## src/include/sadcs_pkg.sv

```systemverilog
// Purpose: shared constants for the serial converter sequencer
// Assumes: APB with 32-bit data, one word per register
// Notes: variant codes select channel count and readout form
package sadcs_pkg;
	// register byte offsets
	localparam logic [11:0] OFS_CTRL = 12'h000;
	localparam logic [11:0] OFS_STATUS = 12'h004;
	localparam logic [11:0] OFS_RESULT = 12'h008;
	localparam logic [11:0] OFS_MUX = 12'h00C;
	// variant field of the control register
	localparam int CTRL_VAR_LSB = 0;
	localparam logic [1:0] VAR_ONE = 2'h0;
	localparam logic [1:0] VAR_FOUR = 2'h1;
	localparam logic [1:0] VAR_EIGHT = 2'h2;
	localparam logic [1:0] CTRL_RST = 2'h2;
	// status fields
	localparam int STAT_ACTIVE_BIT = 0;
	localparam int STAT_OE_BIT = 1;
	localparam int STAT_STATE_LSB = 4;
	// assignment word length per variant
	localparam logic [2:0] NBITS_ONE = 3'h0;
	localparam logic [2:0] NBITS_FOUR = 3'h3;
	localparam logic [2:0] NBITS_EIGHT = 3'h4;
	// result width and readout counts
	localparam int RES_BITS = 8;
	localparam logic [3:0] CONV_STEPS = 4'h8;
	localparam logic [3:0] LSB_SHIFTS = 4'h7;
	localparam logic [7:0] SAR_TOP = 8'h80;
	localparam logic [31:0] RESULT_RST = 32'h00000000;
	// sequencer states
	typedef enum logic [2:0] {ST_IDLE, ST_ADDR, ST_SAMPLE, ST_CONV, ST_FIN, ST_LSB, ST_TAIL} sadcs_st_e;
endpackage

```

## src/rtl/sadcs_sar.sv

```systemverilog
// Purpose: successive approximation register, one decision per step
// Assumes: comparator answer is valid when step is pulsed
// Notes: code_q is the trial code; after the last step it is the result
`timescale 1ns/1ps
module sadcs_sar (
	input wire logic i_clk,
	input wire logic i_rst_n,
	input wire logic i_start,
	input wire logic i_step,
	input wire logic i_cmp_hi,
	output logic [7:0] o_code
);
	logic [7:0] code_q;
	logic [7:0] code_d;
	logic [7:0] mask_q;
	logic [7:0] mask_d;

	// keep or drop the trial bit, then try the next lower one
	always_comb begin
		code_d = code_q;
		mask_d = mask_q;
		if (i_start) begin
			code_d = sadcs_pkg::SAR_TOP;
			mask_d = sadcs_pkg::SAR_TOP;
		end else if (i_step) begin
			code_d = (i_cmp_hi ? code_q : (code_q & ~mask_q)) | (mask_q >> 1);
			mask_d = mask_q >> 1;
		end
	end

	always_ff @(posedge i_clk or negedge i_rst_n) begin
		if (!i_rst_n) begin
			code_q <= 8'h00;
			mask_q <= 8'h00;
		end else begin
			code_q <= code_d;
			mask_q <= mask_d;
		end
	end

	assign o_code = code_q;
endmodule

```

## src/rtl/sadcs_top.sv

```systemverilog
// Purpose: serial link sequencer of an 8-bit successive approximation converter
// Assumes: serial clock and link pins synchronous to I_MCLK and much slower
// Notes: serial clock edges are seen in the same master cycle, decoded straight from the pin
`timescale 1ns/1ps
module sadcs_top (
	input wire logic I_MCLK,
	input wire logic I_RST_B,
	input wire logic I_PSEL,
	input wire logic I_PENABLE,
	input wire logic I_PWRITE,
	input wire logic [11:0] I_PADDR,
	input wire logic [31:0] I_PWDATA,
	output logic [31:0] O_PRDATA,
	output logic O_PREADY,
	output logic O_PSLVERR,
	input wire logic I_CS_B,
	input wire logic I_SCLK,
	input wire logic I_SERIAL_IN_LINE,
	input wire logic I_LSB_FIRST_SHIFT_ENABLE,
	input wire logic I_CMP_HI,
	output logic O_DO,
	output logic O_DO_OE,
	output logic O_CONVERSION_ACTIVE_FLAG,
	output logic [7:0] O_DAC_CODE,
	output logic [2:0] O_CH_POS,
	output logic [2:0] O_CH_NEG,
	output logic O_NEG_IS_COM
);
	logic rst_s1_q;
	logic rst_n;
	logic sclk_q;
	logic rise;
	logic fall;
	sadcs_pkg::sadcs_st_e st_q;
	sadcs_pkg::sadcs_st_e st_d;
	logic [3:0] addr_q;
	logic [3:0] addr_d;
	logic [2:0] acnt_q;
	logic [2:0] acnt_d;
	logic [3:0] step_q;
	logic [3:0] step_d;
	logic [7:0] shr_q;
	logic [7:0] shr_d;
	logic do_q;
	logic do_d;
	logic oe_q;
	logic oe_d;
	logic active_q;
	logic active_d;
	logic [7:0] result_q;
	logic [7:0] result_d;
	logic [2:0] pos_q;
	logic [2:0] pos_d;
	logic [2:0] neg_q;
	logic [2:0] neg_d;
	logic com_q;
	logic com_d;
	logic sar_start;
	logic sar_step;
	logic [7:0] sar_code;
	logic [1:0] ctrl_q;
	logic [1:0] ctrl_d;
	logic [31:0] prdata_q;
	logic [31:0] prdata_d;
	logic pready_q;
	logic pready_d;
	logic pslverr_q;
	logic pslverr_d;
	logic var_one;
	logic var_eight;
	logic [2:0] nbits;
	logic hold_lsb;

	// reset release through two flops
	always_ff @(posedge I_MCLK or negedge I_RST_B) begin
		if (!I_RST_B) begin
			rst_s1_q <= 1'b0;
			rst_n <= 1'b0;
		end else begin
			rst_s1_q <= 1'b1;
			rst_n <= rst_s1_q;
		end
	end

	// serial clock edges, taken as synchronous
	always_ff @(posedge I_MCLK or negedge rst_n) begin
		if (!rst_n) begin
			sclk_q <= 1'b0;
		end else begin
			sclk_q <= I_SCLK;
		end
	end
	assign rise = I_SCLK & ~sclk_q;
	assign fall = ~I_SCLK & sclk_q;

	// variant decode; an unused code behaves as four channels
	assign var_one = (ctrl_q == sadcs_pkg::VAR_ONE);
	assign var_eight = (ctrl_q == sadcs_pkg::VAR_EIGHT);
	assign nbits = var_one ? sadcs_pkg::NBITS_ONE :
		(var_eight ? sadcs_pkg::NBITS_EIGHT : sadcs_pkg::NBITS_FOUR);
	assign hold_lsb = var_eight & I_LSB_FIRST_SHIFT_ENABLE;

	sadcs_sar u_sar (
		.i_clk(I_MCLK),
		.i_rst_n(rst_n),
		.i_start(sar_start),
		.i_step(sar_step),
		.i_cmp_hi(I_CMP_HI),
		.o_code(sar_code)
	);

	// link sequencer next state
	always_comb begin
		logic single_end;
		logic odd;
		logic [1:0] sel;
		single_end = 1'b0;
		odd = 1'b0;
		sel = 2'h0;
		st_d = st_q;
		addr_d = addr_q;
		acnt_d = acnt_q;
		step_d = step_q;
		shr_d = shr_q;
		do_d = do_q;
		oe_d = oe_q;
		active_d = active_q;
		result_d = result_q;
		pos_d = pos_q;
		neg_d = neg_q;
		com_d = com_q;
		sar_start = 1'b0;
		sar_step = 1'b0;
		// word order: mode flag, polarity, select MSB first
		if (var_eight) begin
			single_end = addr_q[3];
			odd = addr_q[2];
			sel = addr_q[1:0];
		end else begin
			single_end = addr_q[2];
			odd = addr_q[1];
			sel = {1'b0, addr_q[0]};
		end
		if (I_CS_B) begin
			// deselect clears the link side; a fresh select fall restarts
			st_d = sadcs_pkg::ST_IDLE;
			addr_d = 4'h0;
			acnt_d = 3'h0;
			step_d = 4'h0;
			shr_d = 8'h00;
			do_d = 1'b0;
			oe_d = 1'b0;
			active_d = 1'b0;
		end else begin
			unique case (st_q)
				sadcs_pkg::ST_IDLE: begin
					// zeros before the first one are dropped
					if (rise && I_SERIAL_IN_LINE) begin
						st_d = (nbits == 3'h0) ? sadcs_pkg::ST_SAMPLE : sadcs_pkg::ST_ADDR;
					end
				end
				sadcs_pkg::ST_ADDR: begin
					if (rise) begin
						addr_d = {addr_q[2:0], I_SERIAL_IN_LINE};
						acnt_d = acnt_q + 3'h1;
						if (acnt_q + 3'h1 == nbits) begin
							st_d = sadcs_pkg::ST_SAMPLE;
						end
					end
				end
				sadcs_pkg::ST_SAMPLE: begin
					// the falling edge closes the half period sampling gap
					if (fall) begin
						st_d = sadcs_pkg::ST_CONV;
						active_d = 1'b1;
						oe_d = 1'b1;
						do_d = 1'b0;
						sar_start = 1'b1;
						if (var_one) begin
							pos_d = 3'h0;
							neg_d = 3'h1;
							com_d = 1'b0;
						end else begin
							pos_d = {sel, odd};
							neg_d = single_end ? 3'h0 : {sel, ~odd};
							com_d = single_end;
						end
					end
				end
				sadcs_pkg::ST_CONV: begin
					if (fall) begin
						sar_step = 1'b1;
						do_d = I_CMP_HI;
						step_d = step_q + 4'h1;
						if (step_q + 4'h1 == sadcs_pkg::CONV_STEPS) begin
							st_d = sadcs_pkg::ST_FIN;
						end
					end
				end
				sadcs_pkg::ST_FIN: begin
					// flag drops on the rising edge after the last decision
					if (rise) begin
						active_d = 1'b0;
						shr_d = sar_code;
						result_d = sar_code;
						step_d = 4'h0;
						st_d = var_one ? sadcs_pkg::ST_TAIL : sadcs_pkg::ST_LSB;
					end
				end
				sadcs_pkg::ST_LSB: begin
					// LSB already on the line; shift the remaining seven
					if (fall && !hold_lsb) begin
						shr_d = shr_q >> 1;
						do_d = shr_q[1];
						step_d = step_q + 4'h1;
						if (step_q + 4'h1 == sadcs_pkg::LSB_SHIFTS) begin
							st_d = sadcs_pkg::ST_TAIL;
						end
					end
				end
				sadcs_pkg::ST_TAIL: begin
					if (fall) begin
						do_d = 1'b0;
					end
				end
				default: begin
					st_d = sadcs_pkg::ST_IDLE;
				end
			endcase
		end
	end

	always_ff @(posedge I_MCLK or negedge rst_n) begin
		if (!rst_n) begin
			st_q <= sadcs_pkg::ST_IDLE;
			addr_q <= 4'h0;
			acnt_q <= 3'h0;
			step_q <= 4'h0;
			shr_q <= 8'h00;
			do_q <= 1'b0;
			oe_q <= 1'b0;
			active_q <= 1'b0;
			result_q <= 8'h00;
			pos_q <= 3'h0;
			neg_q <= 3'h0;
			com_q <= 1'b0;
		end else begin
			st_q <= st_d;
			addr_q <= addr_d;
			acnt_q <= acnt_d;
			step_q <= step_d;
			shr_q <= shr_d;
			do_q <= do_d;
			oe_q <= oe_d;
			active_q <= active_d;
			result_q <= result_d;
			pos_q <= pos_d;
			neg_q <= neg_d;
			com_q <= com_d;
		end
	end

	// apb slave: no wait states, ready is set from the setup phase, and every output comes from a flop
	always_comb begin
		ctrl_d = ctrl_q;
		prdata_d = 32'h00000000;
		pslverr_d = 1'b0;
		pready_d = I_PSEL & ~I_PENABLE & ~pready_q;
		if (I_PSEL && !I_PENABLE && !pready_q) begin
			unique case (I_PADDR)
				sadcs_pkg::OFS_CTRL: prdata_d[sadcs_pkg::CTRL_VAR_LSB +: 2] = ctrl_q;
				sadcs_pkg::OFS_STATUS: begin
					prdata_d[sadcs_pkg::STAT_ACTIVE_BIT] = active_q;
					prdata_d[sadcs_pkg::STAT_OE_BIT] = oe_q;
					prdata_d[sadcs_pkg::STAT_STATE_LSB +: 3] = st_q;
				end
				sadcs_pkg::OFS_RESULT: prdata_d[7:0] = result_q;
				sadcs_pkg::OFS_MUX: prdata_d[3:0] = addr_q;
				default: pslverr_d = 1'b1;
			endcase
		end
		// write lands at the completing edge only
		if (I_PSEL && I_PENABLE && pready_q && I_PWRITE && !pslverr_q && I_PADDR == sadcs_pkg::OFS_CTRL) begin
			ctrl_d = I_PWDATA[sadcs_pkg::CTRL_VAR_LSB +: 2];
		end
	end

	always_ff @(posedge I_MCLK or negedge rst_n) begin
		if (!rst_n) begin
			ctrl_q <= sadcs_pkg::CTRL_RST;
			prdata_q <= sadcs_pkg::RESULT_RST;
			pready_q <= 1'b0;
			pslverr_q <= 1'b0;
		end else begin
			ctrl_q <= ctrl_d;
			prdata_q <= prdata_d;
			pready_q <= pready_d;
			pslverr_q <= pslverr_d;
		end
	end

	// output pins, all straight from flops
	assign O_PRDATA = prdata_q;
	assign O_PREADY = pready_q;
	assign O_PSLVERR = pslverr_q;
	assign O_DO = do_q;
	assign O_DO_OE = oe_q;
	assign O_CONVERSION_ACTIVE_FLAG = active_q;
	assign O_DAC_CODE = sar_code;
	assign O_CH_POS = pos_q;
	assign O_CH_NEG = neg_q;
	assign O_NEG_IS_COM = com_q;

	// checks on the link sequencer
	property p_start;
		@(posedge I_MCLK) disable iff (!rst_n)
		(st_q == sadcs_pkg::ST_IDLE && !I_CS_B && rise && I_SERIAL_IN_LINE) |=> (st_q != sadcs_pkg::ST_IDLE);
	endproperty
	a_start: assert property (p_start) else $error("start bit not taken");

	property p_zero_ignored;
		@(posedge I_MCLK) disable iff (!rst_n)
		(st_q == sadcs_pkg::ST_IDLE && rise && !I_SERIAL_IN_LINE) |=> (st_q == sadcs_pkg::ST_IDLE);
	endproperty
	a_zero_ignored: assert property (p_zero_ignored) else $error("leading zero left idle");

	property p_flag_rise;
		@(posedge I_MCLK) disable iff (!rst_n)
		$rose(O_CONVERSION_ACTIVE_FLAG) |-> ($past(st_q) == sadcs_pkg::ST_SAMPLE && $past(fall) && O_DO_OE);
	endproperty
	a_flag_rise: assert property (p_flag_rise) else $error("active flag rose off the sampling edge");

	property p_lead_zero;
		@(posedge I_MCLK) disable iff (!rst_n)
		$rose(O_DO_OE) |-> !O_DO;
	endproperty
	a_lead_zero: assert property (p_lead_zero) else $error("no leading zero");

	property p_decision;
		@(posedge I_MCLK) disable iff (!rst_n)
		(st_q == sadcs_pkg::ST_CONV && !I_CS_B && fall) |=> (O_DO == $past(I_CMP_HI));
	endproperty
	a_decision: assert property (p_decision) else $error("decision not on output");

	property p_flag_fall;
		@(posedge I_MCLK) disable iff (!rst_n)
		$fell(O_CONVERSION_ACTIVE_FLAG) && !I_CS_B |-> ($past(step_q) == sadcs_pkg::CONV_STEPS && $past(rise));
	endproperty
	a_flag_fall: assert property (p_flag_fall) else $error("flag fell before eight decisions");

	property p_hold_lsb;
		@(posedge I_MCLK) disable iff (!rst_n)
		(st_q == sadcs_pkg::ST_LSB && hold_lsb && !I_CS_B) |=> $stable(O_DO);
	endproperty
	a_hold_lsb: assert property (p_hold_lsb) else $error("lsb not held");

	property p_tail_low;
		@(posedge I_MCLK) disable iff (!rst_n)
		(st_q == sadcs_pkg::ST_TAIL && fall) |=> !O_DO;
	endproperty
	a_tail_low: assert property (p_tail_low) else $error("output not low after readout");

	property p_single_msb;
		@(posedge I_MCLK) disable iff (!rst_n)
		(st_q == sadcs_pkg::ST_FIN && var_one && rise && !I_CS_B) |=> (st_q == sadcs_pkg::ST_TAIL);
	endproperty
	a_single_msb: assert property (p_single_msb) else $error("single variant repeated lsb first");

	property p_clear;
		@(posedge I_MCLK) disable iff (!rst_n)
		I_CS_B |=> (st_q == sadcs_pkg::ST_IDLE && !O_DO_OE && !O_CONVERSION_ACTIVE_FLAG);
	endproperty
	a_clear: assert property (p_clear) else $error("deselect did not clear");

	property p_float_addr;
		@(posedge I_MCLK) disable iff (!rst_n)
		(st_q == sadcs_pkg::ST_IDLE || st_q == sadcs_pkg::ST_ADDR || st_q == sadcs_pkg::ST_SAMPLE) |-> !O_DO_OE;
	endproperty
	a_float_addr: assert property (p_float_addr) else $error("output driven while addressing");

	c_conv_done: cover property (@(posedge I_MCLK) disable iff (!rst_n) $fell(O_CONVERSION_ACTIVE_FLAG));
	c_lsb_hold: cover property (@(posedge I_MCLK) disable iff (!rst_n) st_q == sadcs_pkg::ST_LSB && hold_lsb);
	c_tail: cover property (@(posedge I_MCLK) disable iff (!rst_n) st_q == sadcs_pkg::ST_TAIL && !var_one);
endmodule

```

## config.mk

```make
export PLATFORM = sky130hd
export DESIGN_NAME = sadcs_top
export DESIGN_NICKNAME = d
export VERILOG_FILES = /design/src/include/sadcs_pkg.sv /design/src/rtl/sadcs_sar.sv /design/src/rtl/sadcs_top.sv
export SDC_FILE = /design/constraint.sdc
export NUM_CORES = 1
export LEC_CHECK = 0
export BUFFER_PORTS_ARGS = -buffer_cell sky130_fd_sc_hd__buf_2
export CORE_MARGIN = 2
export CORE_UTILIZATION = 45
export CTS_CLUSTER_SIZE = 40
export DETAILED_ROUTE_END_ITERATION = 10
export GPL_TIMING_DRIVEN = 0
export HOLD_SLACK_MARGIN = 0.05
export PLACE_DENSITY = 0.8
export SLEW_MARGIN = 20
export SYNTH_ARGS = -nofsm -noshare
export SYNTH_HDL_FRONTEND = slang
export SYNTH_HIERARCHICAL = 1
export SYNTH_SLANG_ARGS = --single-unit
```

## constraint.sdc

```tcl
create_clock -name I_MCLK -period 3.7 [get_ports I_MCLK]
set_input_delay 0 -clock I_MCLK [delete_from_list [all_inputs] [get_ports I_MCLK]]
set_output_delay 0 -clock I_MCLK [all_outputs]
set_load 0.02 [all_outputs]
```

==> metrics.txt <==
status completed; logic gate share of total power 0.244; Max-cap violations 0; Placer Congestion 0.8833; # resized after CTS 0; largest net degree at the start of global routing 57; final net count 518; reg-to-reg endpoint u_sar/mask_q[1]; #FFs+latches synth 70; Die Span Y 94.55 um; IO buf count 50; CORE AREA 8093 um2; EDFF count, synth 0; Worst slew margin 0.5068; Arr. time, crit path 2.47 ns; RSZ-0062 raised after global routing false; utilization after layout 0.5586; final setup vio count 0; Skew-Pair Late Insertion Delay 0.35 ns; routed vias 2933; Leak 2.149 nW; overall power 2.008 mW; first-pass GRT wire length 13500 um; number of I/O pins 106; DR iter-0 viols 174; DIE WIDTH 94.55 um; critical path class register to register; post-route ant nets 0; P per Cell Area 444.1 nW/um2; Hold Path Sink O_PRDATA[7]; clk_skew 0.008427 ns; Final Cycle Share 0.6066; register area share after synthesis 0.4751; Post-Synth Simple-Gate Area 0.1797; fmax 445.6 MHz; setup slack, reg-to-reg 1.46 ns; Sw Ratio 0.3174; TritonCTS Buffers 9; CTS Sinks 70; fraction of layout cells with a size suffix above 1 0.2961; main combinational cell family by area after synthesis simple AND/OR/NAND/NOR gates; CTS Root Cell clkbuf_8; total die area 8940 um2; DRT Pass-1 Iters 4; mux contribution to synthesized area 0.07935; setup TNS 0 ns; final hold violation count 0; worst min path class input port to register; Required @ worst endpoint 3.93 ns; post-route minimum period 2.244 ns; Reg2Reg Depth 8; Synth Flop Type dfrtp_1; Antenna Cells 0; Max Fanout on Critical Path 10; syn_area_per_cell 10.16 um2; Sw Pwr 637.2 uW; Global Route Usage Sum 0.1977; Synth-to-Final Area Change 22.52%; # DRC 0; Clock transition at path regs 0.07 ns; drt total wl 8185 um; CP endpoint kind register; CTS tree built; Peak VDD IR 245.0 uV; Pint 1.371 mW; H-tree depth 3; Reg power frac 0.444; most common cell after layout, fill and taps aside dfrtp_1; Netlist cell types 58; Tightest Pin Transition 0.7342 ns; Mapped Cells 363; hold path cells 4; Hold WS 0.1333 ns; post-synthesis adder-cell area fraction 0.01017; commonest cells after routing, fill and taps aside 68 x dfrtp_1, 58 x buf_2, 41 x nand2_1; asr flop ratio synth 1.000; synthesized-area fraction occupied by xor and xnor cells 0.01153; vias in the first global route 2827; worst hold start I_PADDR[3]; # rows 33; CP startpoint kind register; post-DP HPWL 5837 um; synth warn 6; max-slew violation count 0; Max Root-Sink Buffers 2; Overflow after GRT 0; Initial Utilization 0.4559; Synth Area in Compound Gates 0.1611; vias per cell 5.137; initial antenna violation count 0; power share of the clock group 0.312; Worst R2R Start st_q[0]; mean routed wirelength per cell 14.33 um; mapped cell area 3690 um2
cell usage after synthesis, types with 3 or more instances:
master	number	area, um2
dfrtp_1	69	1727
nand2_1	41	153.9
a21oi_1	30	150.1
buf_4	27	202.7
nor2_1	21	78.83
nand2b_1	17	106.4
o21ai_0	15	75.07
mux2_2	14	157.7
nand3_1	9	45.04
a311oi_2	8	120.1
buf_2	8	40.04
inv_1	8	30.03
nor2b_1	8	50.05
clkbuf_1	7	26.28
a22oi_1	6	45.04
mux2i_1	6	60.06
o22ai_1	6	37.54
nor3_1	5	25.02
a21o_1	3	22.52
ha_1	3	37.54
or3_1	3	18.77
how the worst max path moves through the flow:
| stage | cells past startpoint | to | from | slack (ns) |
|---|---|---|---|---|
| 3_3_place_gp | 0 | ctrl_q[0] | rst_n | 0.94 |
| 3_5_place_dp | 8 | u_sar/mask_q[1] | st_q[0] | 1.47 |
| 4_1_cts | 8 | u_sar/mask_q[7] | st_q[0] | 1.46 |
| 6_report | 8 | u_sar/mask_q[1] | st_q[0] | 1.46 |
| 5_1_grt | 8 | u_sar/o_code[3] | st_q[0] | 1.31 |
| 2_1_floorplan | 0 | O_CH_NEG[0] | rst_n | 1.61 |
cell type report:
cell class / count / area, um2
inverters: 8 / 30.03
plain buffers: 42 / 269.0
clock inverters: 3 / 42.54
clock buffers: 13 / 158.9
fillers: 720 / 3572
well taps: 105 / 131.4
flip-flops and latches: 70 / 1757
multi-input cells: 266 / 1724
repair buffers: 64 / 407.9
state kept, by name (all words and copies together) (netlist names), 2 cells and up:
signal / flops
result_q: 8
acnt_q: 3
shr_q: 7
O_PRDATA: 8
u_sar/o_code: 8
st_q: 3
ctrl_q: 2
addr_q: 4
u_sar/mask_q: 8
O_CH_NEG: 3
step_q: 4
O_CH_POS: 3
per-stage QoR:
stage | area (um2) | std cells | setup slack [ns]
after global placement | 4158 | 541 | 0.9436
after global routing | 4521 | 571 | 1.311
after detailed placement | 4189 | 542 | 1.475
after CTS | 4521 | 571 | 1.463
final | 4521 | 571 | 1.456
after floorplan | 3776 | 386 | 1.608
timing repair:
| item | CTS | global route |
|---|---|---|
| hold endpoints to repair | 17 | 0 |
| setup buffers | 0 | 0 |
| hold buffers | 13 | 0 |
critical path, cell delays in order, from the launching register on:
cell      delay (ns)
dfrtp_1         0.45
or2_2           0.36
or3_1           0.32
clkbuf_1        0.16
buf_2           0.20
inv_1           0.06
buf_2           0.22
buf_2           0.27
a21oi_1         0.07
per-layer routing:
metal | routed length (um) | share of wire | global-route usage | vias up
met5 | 0 | 0 | 0 | -
met4 | 115 | 0.014 | 0.06401 | 0
met3 | 478 | 0.058 | 0.05347 | 14
met2 | 4040 | 0.49 | 0.3399 | 86
met1 | 3549 | 0.43 | 0.2419 | 1405
li1 | - | - | - | 1428
power groups by stage:
| stage | clock network [mW] | registers (mW) | logic (mW) |
|---|---|---|---|
| 2_1_floorplan | 0 | 0.915 | 0.331 |
| 3_3_place_gp | 0 | 0.907 | 0.444 |
| 3_5_place_dp | 0 | 0.902 | 0.474 |
| 4_1_cts | 0.638 | 0.889 | 0.486 |
| 5_1_grt | 0.676 | 0.900 | 0.544 |
| 6_report | 0.626 | 0.891 | 0.490 |
logic make-up after synthesis:
| kind of cell | after synthesis |
|---|---|
| AND/OR/NAND/NOR | 125 |
| XOR/XNOR | 4 |
| other | 2 |
| flip-flops | 70 |
| buffers and inverters | 50 |
| adder cells (fa/ha/maj) | 3 |
| multiplexers | 24 |
| AO/OA/AOI/OAI | 85 |
(Power assumes the default switching activity.)
